==> config.mk <==
export PLATFORM = sky130hd
export DESIGN_NAME = sebl_loader
export DESIGN_NICKNAME = d
export VERILOG_FILES = /design/src/hw/sebl_loader.v
export VERILOG_INCLUDE_DIRS = /design/src /design/src/hw
export SDC_FILE = /design/constraint.sdc
export NUM_CORES = 1
export LEC_CHECK = 0
export ABC_AREA = 1
export BUFFER_PORTS_ARGS = -buffer_cell sky130_fd_sc_hd__buf_2
export CAP_MARGIN = 20
export CELL_PAD_IN_SITES_DETAIL_PLACEMENT = 1
export CELL_PAD_IN_SITES_GLOBAL_PLACEMENT = 2
export CORE_ASPECT_RATIO = 1.4
export CORE_MARGIN = 10
export CORE_UTILIZATION = 34
export DETAILED_ROUTE_END_ITERATION = 10
export PLACE_DENSITY = 0.92
export SYNTH_ARGS = -nofsm -noshare
export SYNTH_HDL_FRONTEND = slang
export SYNTH_SLANG_ARGS = --single-unit
==> constraint.sdc <==
create_clock -name clk_sys -period 2 [get_ports clk_sys]
set_input_delay 0.4 -clock clk_sys [delete_from_list [all_inputs] [get_ports clk_sys]]
set_output_delay 0.4 -clock clk_sys [all_outputs]
set_load 0.02 [all_outputs]
==> src/hw/sebl_defs.vh <==
// constants for the serial eeprom boot loader
// assumes a 250 MHz system clock and a microwire eeprom in 16-bit mode
`ifndef SEBL_DEFS_VH
`define SEBL_DEFS_VH
`define SEBL_CLK_MHZ       250
`define SEBL_SK_KHZ        1000
`define SEBL_HALF_CYC      ((`SEBL_CLK_MHZ * 1000) / (`SEBL_SK_KHZ * 2))
`define SEBL_LAST_WORD     8'h06
`define SEBL_W_BASE        8'h00
`define SEBL_W_MAC0        8'h01
`define SEBL_W_MAC1        8'h02
`define SEBL_W_MAC2        8'h03
`define SEBL_W_CFG         8'h06
`define SEBL_OP_READ       2'h2
`define SEBL_OP_WRITE      2'h1
`define SEBL_OP_EWEN       2'h0
`define SEBL_EWEN_ADDR     8'hC0
`define SEBL_ABITS_SMALL   5'h06
`define SEBL_ABITS_LARGE   5'h08
`define SEBL_CFG_CLK_BIT   1
`define SEBL_CFG_WID_BIT   0
`define SEBL_PROBE_ADDR    8'h00
`define SEBL_CMD_BITS      6'h03
`define SEBL_WORD_BITS     6'h10
`define SEBL_WAKE_EDGES    2'h2
`define SEBL_PROBE_LAST    6'h13
`define SEBL_SMALL_MARK    5'h14
`endif

==> src/hw/sebl_loader.v <==
// serial eeprom boot loader: microwire master, boot load, software access
// assumes sw_* inputs come from logic on clk_sys; eeprom_do and strap from pins
// boot order: the strap settles through two flops, then a probe read sizes
// the part, then words 0 to 6 are read one frame each, chip select low between
// every frame bit is launched as sk rises and the returned bit is taken as
// sk falls, a whole sk half period after the part drove it, so do_s has settled
// software access is only taken once load_done is high and the link is idle
// a write is not followed by a busy poll: the caller must allow the part's
// own write time before the next access reaches it
// the eeprom data line is expected to idle high on a pull-up between frames
`timescale 1ns/1ps
`include "sebl_defs.vh"
module sebl_loader #(
	parameter BUS32 = 0
) (
	// clock and reset
	input  wire        clk_sys,
	input  wire        arst_n,
	// strap and microwire pins
	input  wire        eeprom_load_strap,
	output reg         eeprom_cs,
	output reg         eeprom_sk,
	output reg         eeprom_di,
	input  wire        eeprom_do,
	// software access (eeprom_sw_control_reg fields)
	input  wire        sw_req,
	input  wire        sw_write,
	input  wire [7:0]  sw_addr,
	input  wire [15:0] sw_wdata,
	output reg  [15:0] sw_rdata,
	output reg         sw_done,
	// loaded configuration
	output reg  [15:0] base_address,
	output reg  [47:0] host_mac_address,
	output reg  [15:0] boot_settings_word,
	output reg         clock_rate_low,
	output reg         async_bus_width_select,
	output reg         large_eeprom,
	output reg         load_done
);
	// link sequencer states: idle, shifting a frame, closing it, and the
	// chip select low gap that the part needs between two frames
	localparam S_IDLE  = 3'h0;
	localparam S_SHIFT = 3'h1;
	localparam S_WAIT  = 3'h2;
	localparam S_END   = 3'h3;
	localparam S_GAP   = 3'h4;
	// what the current frame is for
	localparam M_NONE  = 2'h0;
	localparam M_PROBE = 2'h1;
	localparam M_BOOT  = 2'h2;
	localparam M_SW    = 2'h3;

	// build a microwire frame: start bit, opcode, address, data, left aligned
	// a small part takes six address bits, a large one eight; the unused tail
	// is zero so the data line idles low after the last bit
	function [35:0] sebl_frame;
		input [1:0]  op;
		input [7:0]  adr;
		input [15:0] dat;
		input        big;
		begin
			if (big)
				sebl_frame = {1'b1, op, adr, dat, 9'h000};
			else
				sebl_frame = {1'b1, op, adr[5:0], dat, 11'h000};
		end
	endfunction

	// number of sk pulses of a frame: start bit, opcode, address, optional data
	function [5:0] sebl_bits;
		input [4:0] abits;
		input       with_data;
		begin
			if (with_data)
				sebl_bits = {1'b0, abits} + `SEBL_CMD_BITS + `SEBL_WORD_BITS;
			else
				sebl_bits = {1'b0, abits} + `SEBL_CMD_BITS;
		end
	endfunction

	// pin synchronisers
	reg  [1:0]  do_sync_reg;
	reg  [1:0]  strap_sync_reg;
	wire        do_s = do_sync_reg[1];
	always @(posedge clk_sys or negedge arst_n) begin
		if (!arst_n) begin
			do_sync_reg    <= 2'h0;
			strap_sync_reg <= 2'h0;
		end else begin
			do_sync_reg    <= {do_sync_reg[0], eeprom_do};
			strap_sync_reg <= {strap_sync_reg[0], eeprom_load_strap};
		end
	end

	// the strap is read only once both synchroniser flops hold the pin, so
	// the boot decision never sees the reset value of the flops; this puts
	// the decision on the third edge after reset is released
	reg  [1:0]  wake_reg;
	wire        awake = (wake_reg == `SEBL_WAKE_EDGES);
	always @(posedge clk_sys or negedge arst_n) begin
		if (!arst_n) begin
			wake_reg <= 2'h0;
		end else if (!awake) begin
			wake_reg <= wake_reg + 2'h1;
		end
	end

	// link sequencer, frame shifter, receive shifter and word pointer
	reg  [2:0]  state_reg;
	reg  [1:0]  mode_reg;
	reg  [35:0] sh_reg;
	reg  [5:0]  bits_reg;
	reg  [15:0] rx_reg;
	reg  [7:0]  word_reg;
	reg  [15:0] div_reg;
	reg         started_reg;
	reg         wr_reg;
	reg         ewen_reg;
	// probe result and address width of the detected part
	reg  [4:0]  rx_cnt_reg;
	reg  [4:0]  ab_reg;

	// state, shifting and result capture
	always @(posedge clk_sys or negedge arst_n) begin
		if (!arst_n) begin
			state_reg              <= S_IDLE;
			mode_reg               <= M_NONE;
			sh_reg                 <= 36'h0;
			bits_reg               <= 6'h0;
			rx_reg                 <= 16'h0;
			word_reg               <= 8'h00;
			div_reg                <= 16'h0;
			started_reg            <= 1'b0;
			wr_reg                 <= 1'b0;
			ewen_reg               <= 1'b0;
			rx_cnt_reg             <= 5'h0;
			ab_reg                 <= `SEBL_ABITS_SMALL;
			eeprom_cs              <= 1'b0;
			eeprom_sk              <= 1'b0;
			eeprom_di              <= 1'b0;
			sw_rdata               <= 16'h0;
			sw_done                <= 1'b0;
			// configuration outputs read zero until the load fills them
			base_address           <= 16'h0;
			host_mac_address       <= 48'h0;
			boot_settings_word     <= 16'h0;
			clock_rate_low         <= 1'b0;
			async_bus_width_select <= 1'b0;
			large_eeprom           <= 1'b0;
			load_done              <= 1'b0;
		end else begin
			sw_done <= 1'b0;
			case (state_reg)
			// idle: link parked, start the boot once, then serve software
			S_IDLE: begin
				eeprom_cs <= 1'b0;
				eeprom_sk <= 1'b0;
				if (!started_reg && awake) begin
					started_reg <= 1'b1;
					if (strap_sync_reg[1]) begin
						// probe with a large-part dummy read; a small part
						// returns data early, revealing fewer address bits
						mode_reg  <= M_PROBE;
						sh_reg    <= sebl_frame(`SEBL_OP_READ, `SEBL_PROBE_ADDR, 16'h0,
							1'b1);
						bits_reg  <= sebl_bits(`SEBL_ABITS_LARGE, 1'b1);
						eeprom_cs <= 1'b1;
						state_reg <= S_SHIFT;
					end else begin
						load_done <= 1'b1;
					end
				end else if (sw_req && load_done) begin
					mode_reg   <= M_SW;
					wr_reg     <= sw_write;
					ewen_reg   <= sw_write;
					eeprom_cs  <= 1'b1;
					state_reg  <= S_SHIFT;
					// a write is two frames: the enable frame first, then the word
					bits_reg   <= sebl_bits(ab_reg, !sw_write);
					if (sw_write)
						sh_reg <= sebl_frame(`SEBL_OP_EWEN, `SEBL_EWEN_ADDR >>
							(`SEBL_ABITS_LARGE - ab_reg), 16'h0, large_eeprom);
					else
						sh_reg <= sebl_frame(`SEBL_OP_READ, sw_addr, 16'h0,
							large_eeprom);
				end
			end
			// shifting: a bit is launched as sk rises, sk fall takes one in
			S_SHIFT: begin
				// clock divider makes eeprom_sk from clk_sys
				if (div_reg == `SEBL_HALF_CYC - 1) begin
					div_reg <= 16'h0;
					if (!eeprom_sk) begin
						eeprom_di <= sh_reg[35];
						sh_reg    <= {sh_reg[34:0], 1'b0};
						if (bits_reg == 6'h0)
							state_reg <= S_END;
						else
							eeprom_sk <= 1'b1;
					end else begin
						eeprom_sk <= 1'b0;
						bits_reg  <= bits_reg - 6'h1;
						rx_reg    <= {rx_reg[14:0], do_s}; // msb first
						// probe: note how many pulses were left when the dummy
						// zero came; a small part sends it two pulses earlier
						if (mode_reg == M_PROBE && !do_s && rx_cnt_reg == 5'h0 &&
							bits_reg <= `SEBL_PROBE_LAST)
							rx_cnt_reg <= 5'd1 + bits_reg[4:0];
					end
				end else begin
					div_reg <= div_reg + 16'h1;
				end
			end
			// end of frame: release the link and act on what came back
			S_END: begin
				eeprom_cs <= 1'b0;
				eeprom_di <= 1'b0;
				state_reg <= S_GAP;
				case (mode_reg)
				M_PROBE: begin
					// dummy zero seen after 6 address bits marks a small part
					if (rx_cnt_reg == `SEBL_SMALL_MARK) begin
						large_eeprom <= 1'b0;
						ab_reg       <= `SEBL_ABITS_SMALL;
					end else begin
						large_eeprom <= 1'b1;
						ab_reg       <= `SEBL_ABITS_LARGE;
					end
					mode_reg <= M_BOOT;
					word_reg <= 8'h00;
				end
				// boot frame: file words 0 to 3 and 6 in their outputs, the last ends the load
				M_BOOT: begin
					case (word_reg)
					`SEBL_W_BASE: base_address <= rx_reg;
					`SEBL_W_MAC0: host_mac_address[15:0]  <= rx_reg;
					`SEBL_W_MAC1: host_mac_address[31:16] <= rx_reg;
					`SEBL_W_MAC2: host_mac_address[47:32] <= rx_reg;
					`SEBL_W_CFG: begin
						// only the two low bits mean anything; the rest is kept
						boot_settings_word <= rx_reg;
						clock_rate_low <= rx_reg[`SEBL_CFG_CLK_BIT];
						async_bus_width_select <= (BUS32 != 0) ? 1'b0 :
							rx_reg[`SEBL_CFG_WID_BIT];
					end
					default: ;
					endcase
					if (word_reg == `SEBL_LAST_WORD) begin
						load_done <= 1'b1;
						mode_reg  <= M_NONE;
					end
					word_reg <= word_reg + 8'h01;
				end
				M_SW: begin
					if (ewen_reg) begin
						ewen_reg <= 1'b0;
					end else begin
						sw_rdata <= wr_reg ? sw_wdata : rx_reg;
						sw_done  <= 1'b1;
						mode_reg <= M_NONE;
					end
				end
				default: mode_reg <= M_NONE;
				endcase
			end
			// gap: chip select low, then the next boot word or the write frame
			S_GAP: begin
				// chip select low for one sk half period between frames
				if (div_reg == `SEBL_HALF_CYC - 1) begin
					div_reg <= 16'h0;
					if (mode_reg == M_BOOT) begin
						sh_reg    <= sebl_frame(`SEBL_OP_READ, word_reg, 16'h0,
							large_eeprom);
						bits_reg  <= sebl_bits(ab_reg, 1'b1);
						eeprom_cs <= 1'b1;
						state_reg <= S_SHIFT;
					end else if (mode_reg == M_SW) begin
						sh_reg    <= sebl_frame(`SEBL_OP_WRITE, sw_addr, sw_wdata,
							large_eeprom);
						bits_reg  <= sebl_bits(ab_reg, 1'b1);
						eeprom_cs <= 1'b1;
						state_reg <= S_SHIFT;
					end else begin
						state_reg <= S_IDLE;
					end
				end else begin
					div_reg <= div_reg + 16'h1;
				end
			end
			default: state_reg <= S_IDLE;
			endcase
		end
	end
endmodule

======== Word level (Yosys, flattened, before mapping) ========
Cells that the tools add are included.
storage, ports and cells
  bits in registers ....................... 210
  output and inout bits ................... 104
cells by class
  order comparisons ....................... 1
  add/subtract/negate cells ............... 8
  bitwise gates (word level) .............. 2
  muxes and demuxes ....................... 72
  shift-type cells ........................ 1
  reductions and logical operators ........ 39
  equality and inequality tests ........... 30
operator list
  operator                                                                count
  36-bit 2-to-1 mux                                                       9
  33-bit 2-to-1 mux                                                       4
  36-bit case mux with 3 select lines                                     1
  6-bit 2-to-1 mux                                                        9
  16-bit 2-to-1 mux                                                       2
  3-bit AND reduction                                                     10
  1-bit 2-to-1 mux                                                        24
  2-bit != test, second input constant                                    12
  3-bit 2-to-1 mux                                                        7
  6-bit case mux with 3 select lines                                      1
  16-bit by 1-bit adder with 16-bit output, second input constant         1
  16-bit by 7-bit equality test with 1-bit output, second input constant  1
  8-bit by 2-bit equality test with 1-bit output, second input constant   2
  8-bit case mux with 2 select lines                                      1
  3-bit != test, second input constant                                    5
  7-bit AND reduction                                                     2
  3-bit case mux with 4 select lines                                      1
  2-bit 2-to-1 mux                                                        5
  5-bit AND reduction                                                     2
  8-bit by 1-bit adder with 8-bit output, second input constant           1
  8-bit by 1-bit equality test with 1-bit output, second input constant   1
  8-bit by 3-bit equality test with 1-bit output, second input constant   1
  8-bit logical NOT                                                       1
  1-bit case mux with 2 select lines                                      4
  other kinds (30)                                                        46

======== Longest topological paths before layout ========
  word-level depth ........................ 7
  depth in mapped cells ................... 13
  mapped depth without buffers ............ 12

======== Least setup slack after synthesis ========
No wires, ideal clock.
  path kind ............................... register -> register
  start point ............................. register ab_reg[3]
  end point ............................... register sh_reg[31]
  period minus slack after synthesis ...... 1.766 ns
  required time ........................... 1.883 ns
  buffers on the path ..................... 3
  path slack .............................. 0.234 ns
  stages on the path, launching flop included .. 13
  setup time .............................. 0.117 ns
  arrival ................................. 1.649 ns
  path through ............................ dfrtp_1 buf_2 inv_1 buf_2 buf_2 ha_1 inv_1 nand2_1 nand2_1 nand2_1 nand3_1 nand3_1 nand2_1
on the way
  longest elaborated chain between the ends .. 7
ends and longest elaborated chain
  item                                                   RTL line           source
  start: declaration                                     sebl_loader.v:122  reg [4:0] ab_reg;
  start signal: assignment                               sebl_loader.v:138  ab_reg <= `SEBL_ABITS_SMALL;
  start signal: assignment                               sebl_loader.v:225  ab_reg <= `SEBL_ABITS_SMALL;
  start signal: assignment                               sebl_loader.v:228  ab_reg <= `SEBL_ABITS_LARGE;
  4-bit by 5-bit subtractor with 5-bit output (no line)  --
  8-bit by 5-bit >> shifter with 8-bit output (no line)  --
  33-bit 2-to-1 mux                                      sebl_loader.v:63   if (big)
  36-bit 2-to-1 mux                                      sebl_loader.v:181  if (sw_write)
  36-bit 2-to-1 mux                                      sebl_loader.v:173  end else if (sw_req && load_done) begin
  36-bit 2-to-1 mux                                      sebl_loader.v:159  if (!started_reg && awake) begin
  36-bit case mux with 3 select lines                    sebl_loader.v:154  case (state_reg)
  end signal: assignment                                 sebl_loader.v:165  sh_reg <= sebl_frame(`SEBL_OP_READ, `SEBL_PROBE_ADDR, 16'h0,
  end signal: assignment                                 sebl_loader.v:182  sh_reg <= sebl_frame(`SEBL_OP_EWEN, `SEBL_EWEN_ADDR >>
  end signal: assignment                                 sebl_loader.v:185  sh_reg <= sebl_frame(`SEBL_OP_READ, sw_addr, 16'h0,
  end: declaration                                       sebl_loader.v:112  reg [35:0] sh_reg;
Every way passes these cells. The select of a mux whose other input is x is not followed.
A chain may end at the register's enable or synchronous reset.

======== Worst setup path in the final report ========
  start point ............................. register state_reg[2]
  end point ............................... register host_mac_address[21]
on the way
  longest elaborated chain between the ends .. 2
ends and longest elaborated chain
  item                                            RTL line           source
  start: declaration                              sebl_loader.v:110  reg [2:0] state_reg;
  start signal: assignment                        sebl_loader.v:127  state_reg <= S_IDLE;
  start signal: assignment                        sebl_loader.v:169  state_reg <= S_SHIFT;
  start signal: assignment                        sebl_loader.v:178  state_reg <= S_SHIFT;
  3-bit by 2-bit equality test with 1-bit output  sebl_loader.v:154
  3-bit AND reduction (no line)                   --
  end signal: assignment                          sebl_loader.v:238  `SEBL_W_MAC1: host_mac_address[31:16] <= rx_reg;
  end: declaration                                sebl_loader.v:34   output reg [47:0] host_mac_address,
Every way passes these cells.

==> results.yml <==
run_status:
  outcome: "finished clean"
synth:
  synth_top_cell_area_share_pct: 50.27
  synth_warnings: 0
  ys_ff_latch: 195
  synthDistinctLibCells: 36
  synth_cells: 1213
  synth_area_leaders: "dfrtp_1 (50%), nand2_1 (16%), o21ai_0 (4.6%)"
  yosysSeqAreaShare_pct: 50.54
  syn_nets: 1260
  syn_area_per_cell_um2: 7.962
  yosysTopAreaCell: "dfrtp_1"
  syn_area_mm2: 0.009658
global_routing:
  grt_pass1_vias: 9369
  grt_first_pass_wirelength_mm: 49.99
  grt_max_degree: 49
  grt_usage_pct: 17.42
  grt_overflow: 0
  antenna_found_initial: 3
route:
  firstDrtPassIters: 4
  via_per_inst: 4.947
  first_iter_violations: 384
  vias: 8558
  drtAntennaViolNets: 0
  drc: 0
  wirelength_mm: 30.74
  wl_per_cell_um: 17.77
setup_path:
  crit_family: "simple AND/OR/NAND/NOR gates"
  cp-end-kind: "register"
  cp.required_ns: 2.32
  crit_fanout: 32
  slowest_delay_ns: 0.45
  crit_path_start_kind: "register"
  cp_common_cell: "nor2_4"
  path_cells: "inv_1, nand3_4, nor2_4, inv_2, nor2_4, nand3_2, buf_4, nand2_1, o21ai_1"
  path_buf_inv: 3
  slowest_stage: "dfrtp_1"
  critPathKind: "reg -> reg"
  worstPathArrival_ns: 2.18
hold_path:
  worstHoldPathType: "in -> reg"
timing:
  rsz0062_at_grt: "true"
  report.final.slew_viol_count: 0
  clock_skew_ns: 0.01006
  timing.fmax_mhz: 539.6
  tightest_slew_ns: 0.4734
  period_minus_slack_ns: 1.853
  relSlewSlack_pct: 68.11
  hold_viol: 0
  setup_violations: 0
  period_share_pct: 92.66
  worst_slack_ns: 0.1468
die:
  io_pins: 134
  core_mm2: 0.02784
  die_area_mm2: 0.03564
  die_w_um: 162.4
  dieHeight_um: 219.4
  rows: 72
  start_util_pct: 34.70
finish:
  fillers: 3374
  layout_common_cells: "nand2_1 (413), dfrtp_1 (193), buf_2 (132), inv_1 (114), o21ai_0 (81)"
  final_nets: 1394
  layout_commonest_cell: "nand2_1"
  largest_register_ffs: 48
  syn2layout_area_growth_pct: 18.55
  drive_gt1_share_pct: 17.81
clock_network:
  cts_max_path_buffers: 2
  h-tree-depth: 4
  cts_made_buffers: 17
  tritoncts: "built"
  clkTransAtPathRegs_ns: 0.08
  clkLatencyLatePin_ns: 0.45
  root_buffer: "clkbuf_16"
  clkSinkCount: 195
pwr:
  total_power_mw: 14.03
  p_leak_nw: 6.003
  ir_drop_mv: 0.8228
  power.density_mw_per_mm2: 1225
placement:
  gp_congestion: 0.8115
  portBuffers: 133
  dp_slack_ns: -0.02680
  dpl.hpwl_mm: 22.91
job:
  cap_violations: 0
## synthesized netlist by cell type, drive strengths merged
master	instances
a21oi	10
a31o	1
a31oi	16
buf	40
clkbuf	16
clkinv	2
dfrtp	194
dfstp	1
ha	17
inv	118
nand2	422
nand3	75
nand3b	1
nand4	37
nor2	81
nor3	14
o211ai	1
o21ai	153
o21bai	1
or2	1
xnor2	2
xor2	10
## where the power goes
group,leakage (nW),switching [mW],internal [mW]
Sequential,2.59,0.518,4.57
Clock,0.280,1.70,1.76
Combinational,3.13,3.83,1.66
Total,6.00,6.05,7.98
## final cells by class
type / count / area (um^2) / area share, %
Timing Repair Buffer: 168 / 1008 / 8.808
Tap cell: 370 / 462.9 / 4.043
Inverter: 120 / 450.4 / 3.934
Multi-Input combinational cell: 845 / 4075 / 35.59
Clock buffer: 17 / 425.4 / 3.715
Antenna cell: 1 / 2.502 / 0.02186
Sequential cell: 195 / 4882 / 42.64
Clock inverter: 14 / 142.6 / 1.246
## final timing paths
path,start,to,slack [ns],cells after the start
max,state_reg[2]$_DFFE_PN0P_,host_mac_address[21]$_DFFE_PN0P_,0.15,9
min,eeprom_do,do_sync_reg[0]$_DFF_PN0_,0.06,1
max reg2reg,state_reg[2]$_DFFE_PN0P_,host_mac_address[21]$_DFFE_PN0P_,0.15,9
min reg2reg,strap_sync_reg[0]$_DFF_PN0_,strap_sync_reg[1]$_DFF_PN0_,0.35,0
max in group asynchronous,arst_n,div_reg[15]$_DFFE_PN0P_,0.85,3
min in group asynchronous,arst_n,wake_reg[0]$_DFFE_PN0P_,0.46,2
## per-stage QoR
step | hold slack [ns] | std cells | utilization (%) | TNS (ns) | cell area, um^2
6_report | 0.06449 | 1730 | 41.13 | 0 | 11450
5_1_grt | 0.05090 | 1729 | 41.12 | -0.002250 | 11450
4_1_cts | 0.04334 | 1724 | 40.80 | 0 | 11360
3_5_place_dp | 0.3387 | 1691 | 38.63 | -0.07571 | 10750
3_3_place_gp | 0.3345 | 1691 | 38.63 | 0 | 10750
2_1_floorplan | 0.1044 | 1213 | - | 0 | 9658
## layer usage
layer	vias to the layer above	track usage [%]	part of all wire [%]
met5	-	0	0.068
met4	4	4.468	1.1
met3	30	5.751	6.6
met2	143	31.53	53
met1	4224	19.07	40
li1	4157	-	-
## cell families after synthesis
| kind of cell | count (synthesis) | synth area share, % |
|---|---|---|
| AO/OA/AOI/OAI | 182 | 10.08 |
| XOR/XNOR | 12 | 1.088 |
| adder cells (fa/ha/maj) | 17 | 2.202 |
| buffers and inverters | 176 | 8.045 |
| flip-flops | 195 | 50.54 |
| AND/OR/NAND/NOR | 631 | 28.05 |
## what timing repair did
item                                    4_1_cts  5_1_grt
pin swaps                                     0        4
hold buffers                                  1        0
buffers inserted                              0        3
endpoints found under the setup margin       20       74
hold endpoints to repair                     37        0
resized for setup                             2       21
cloned                                        1        2
Note: power is estimated with default switching activity, not from simulation.
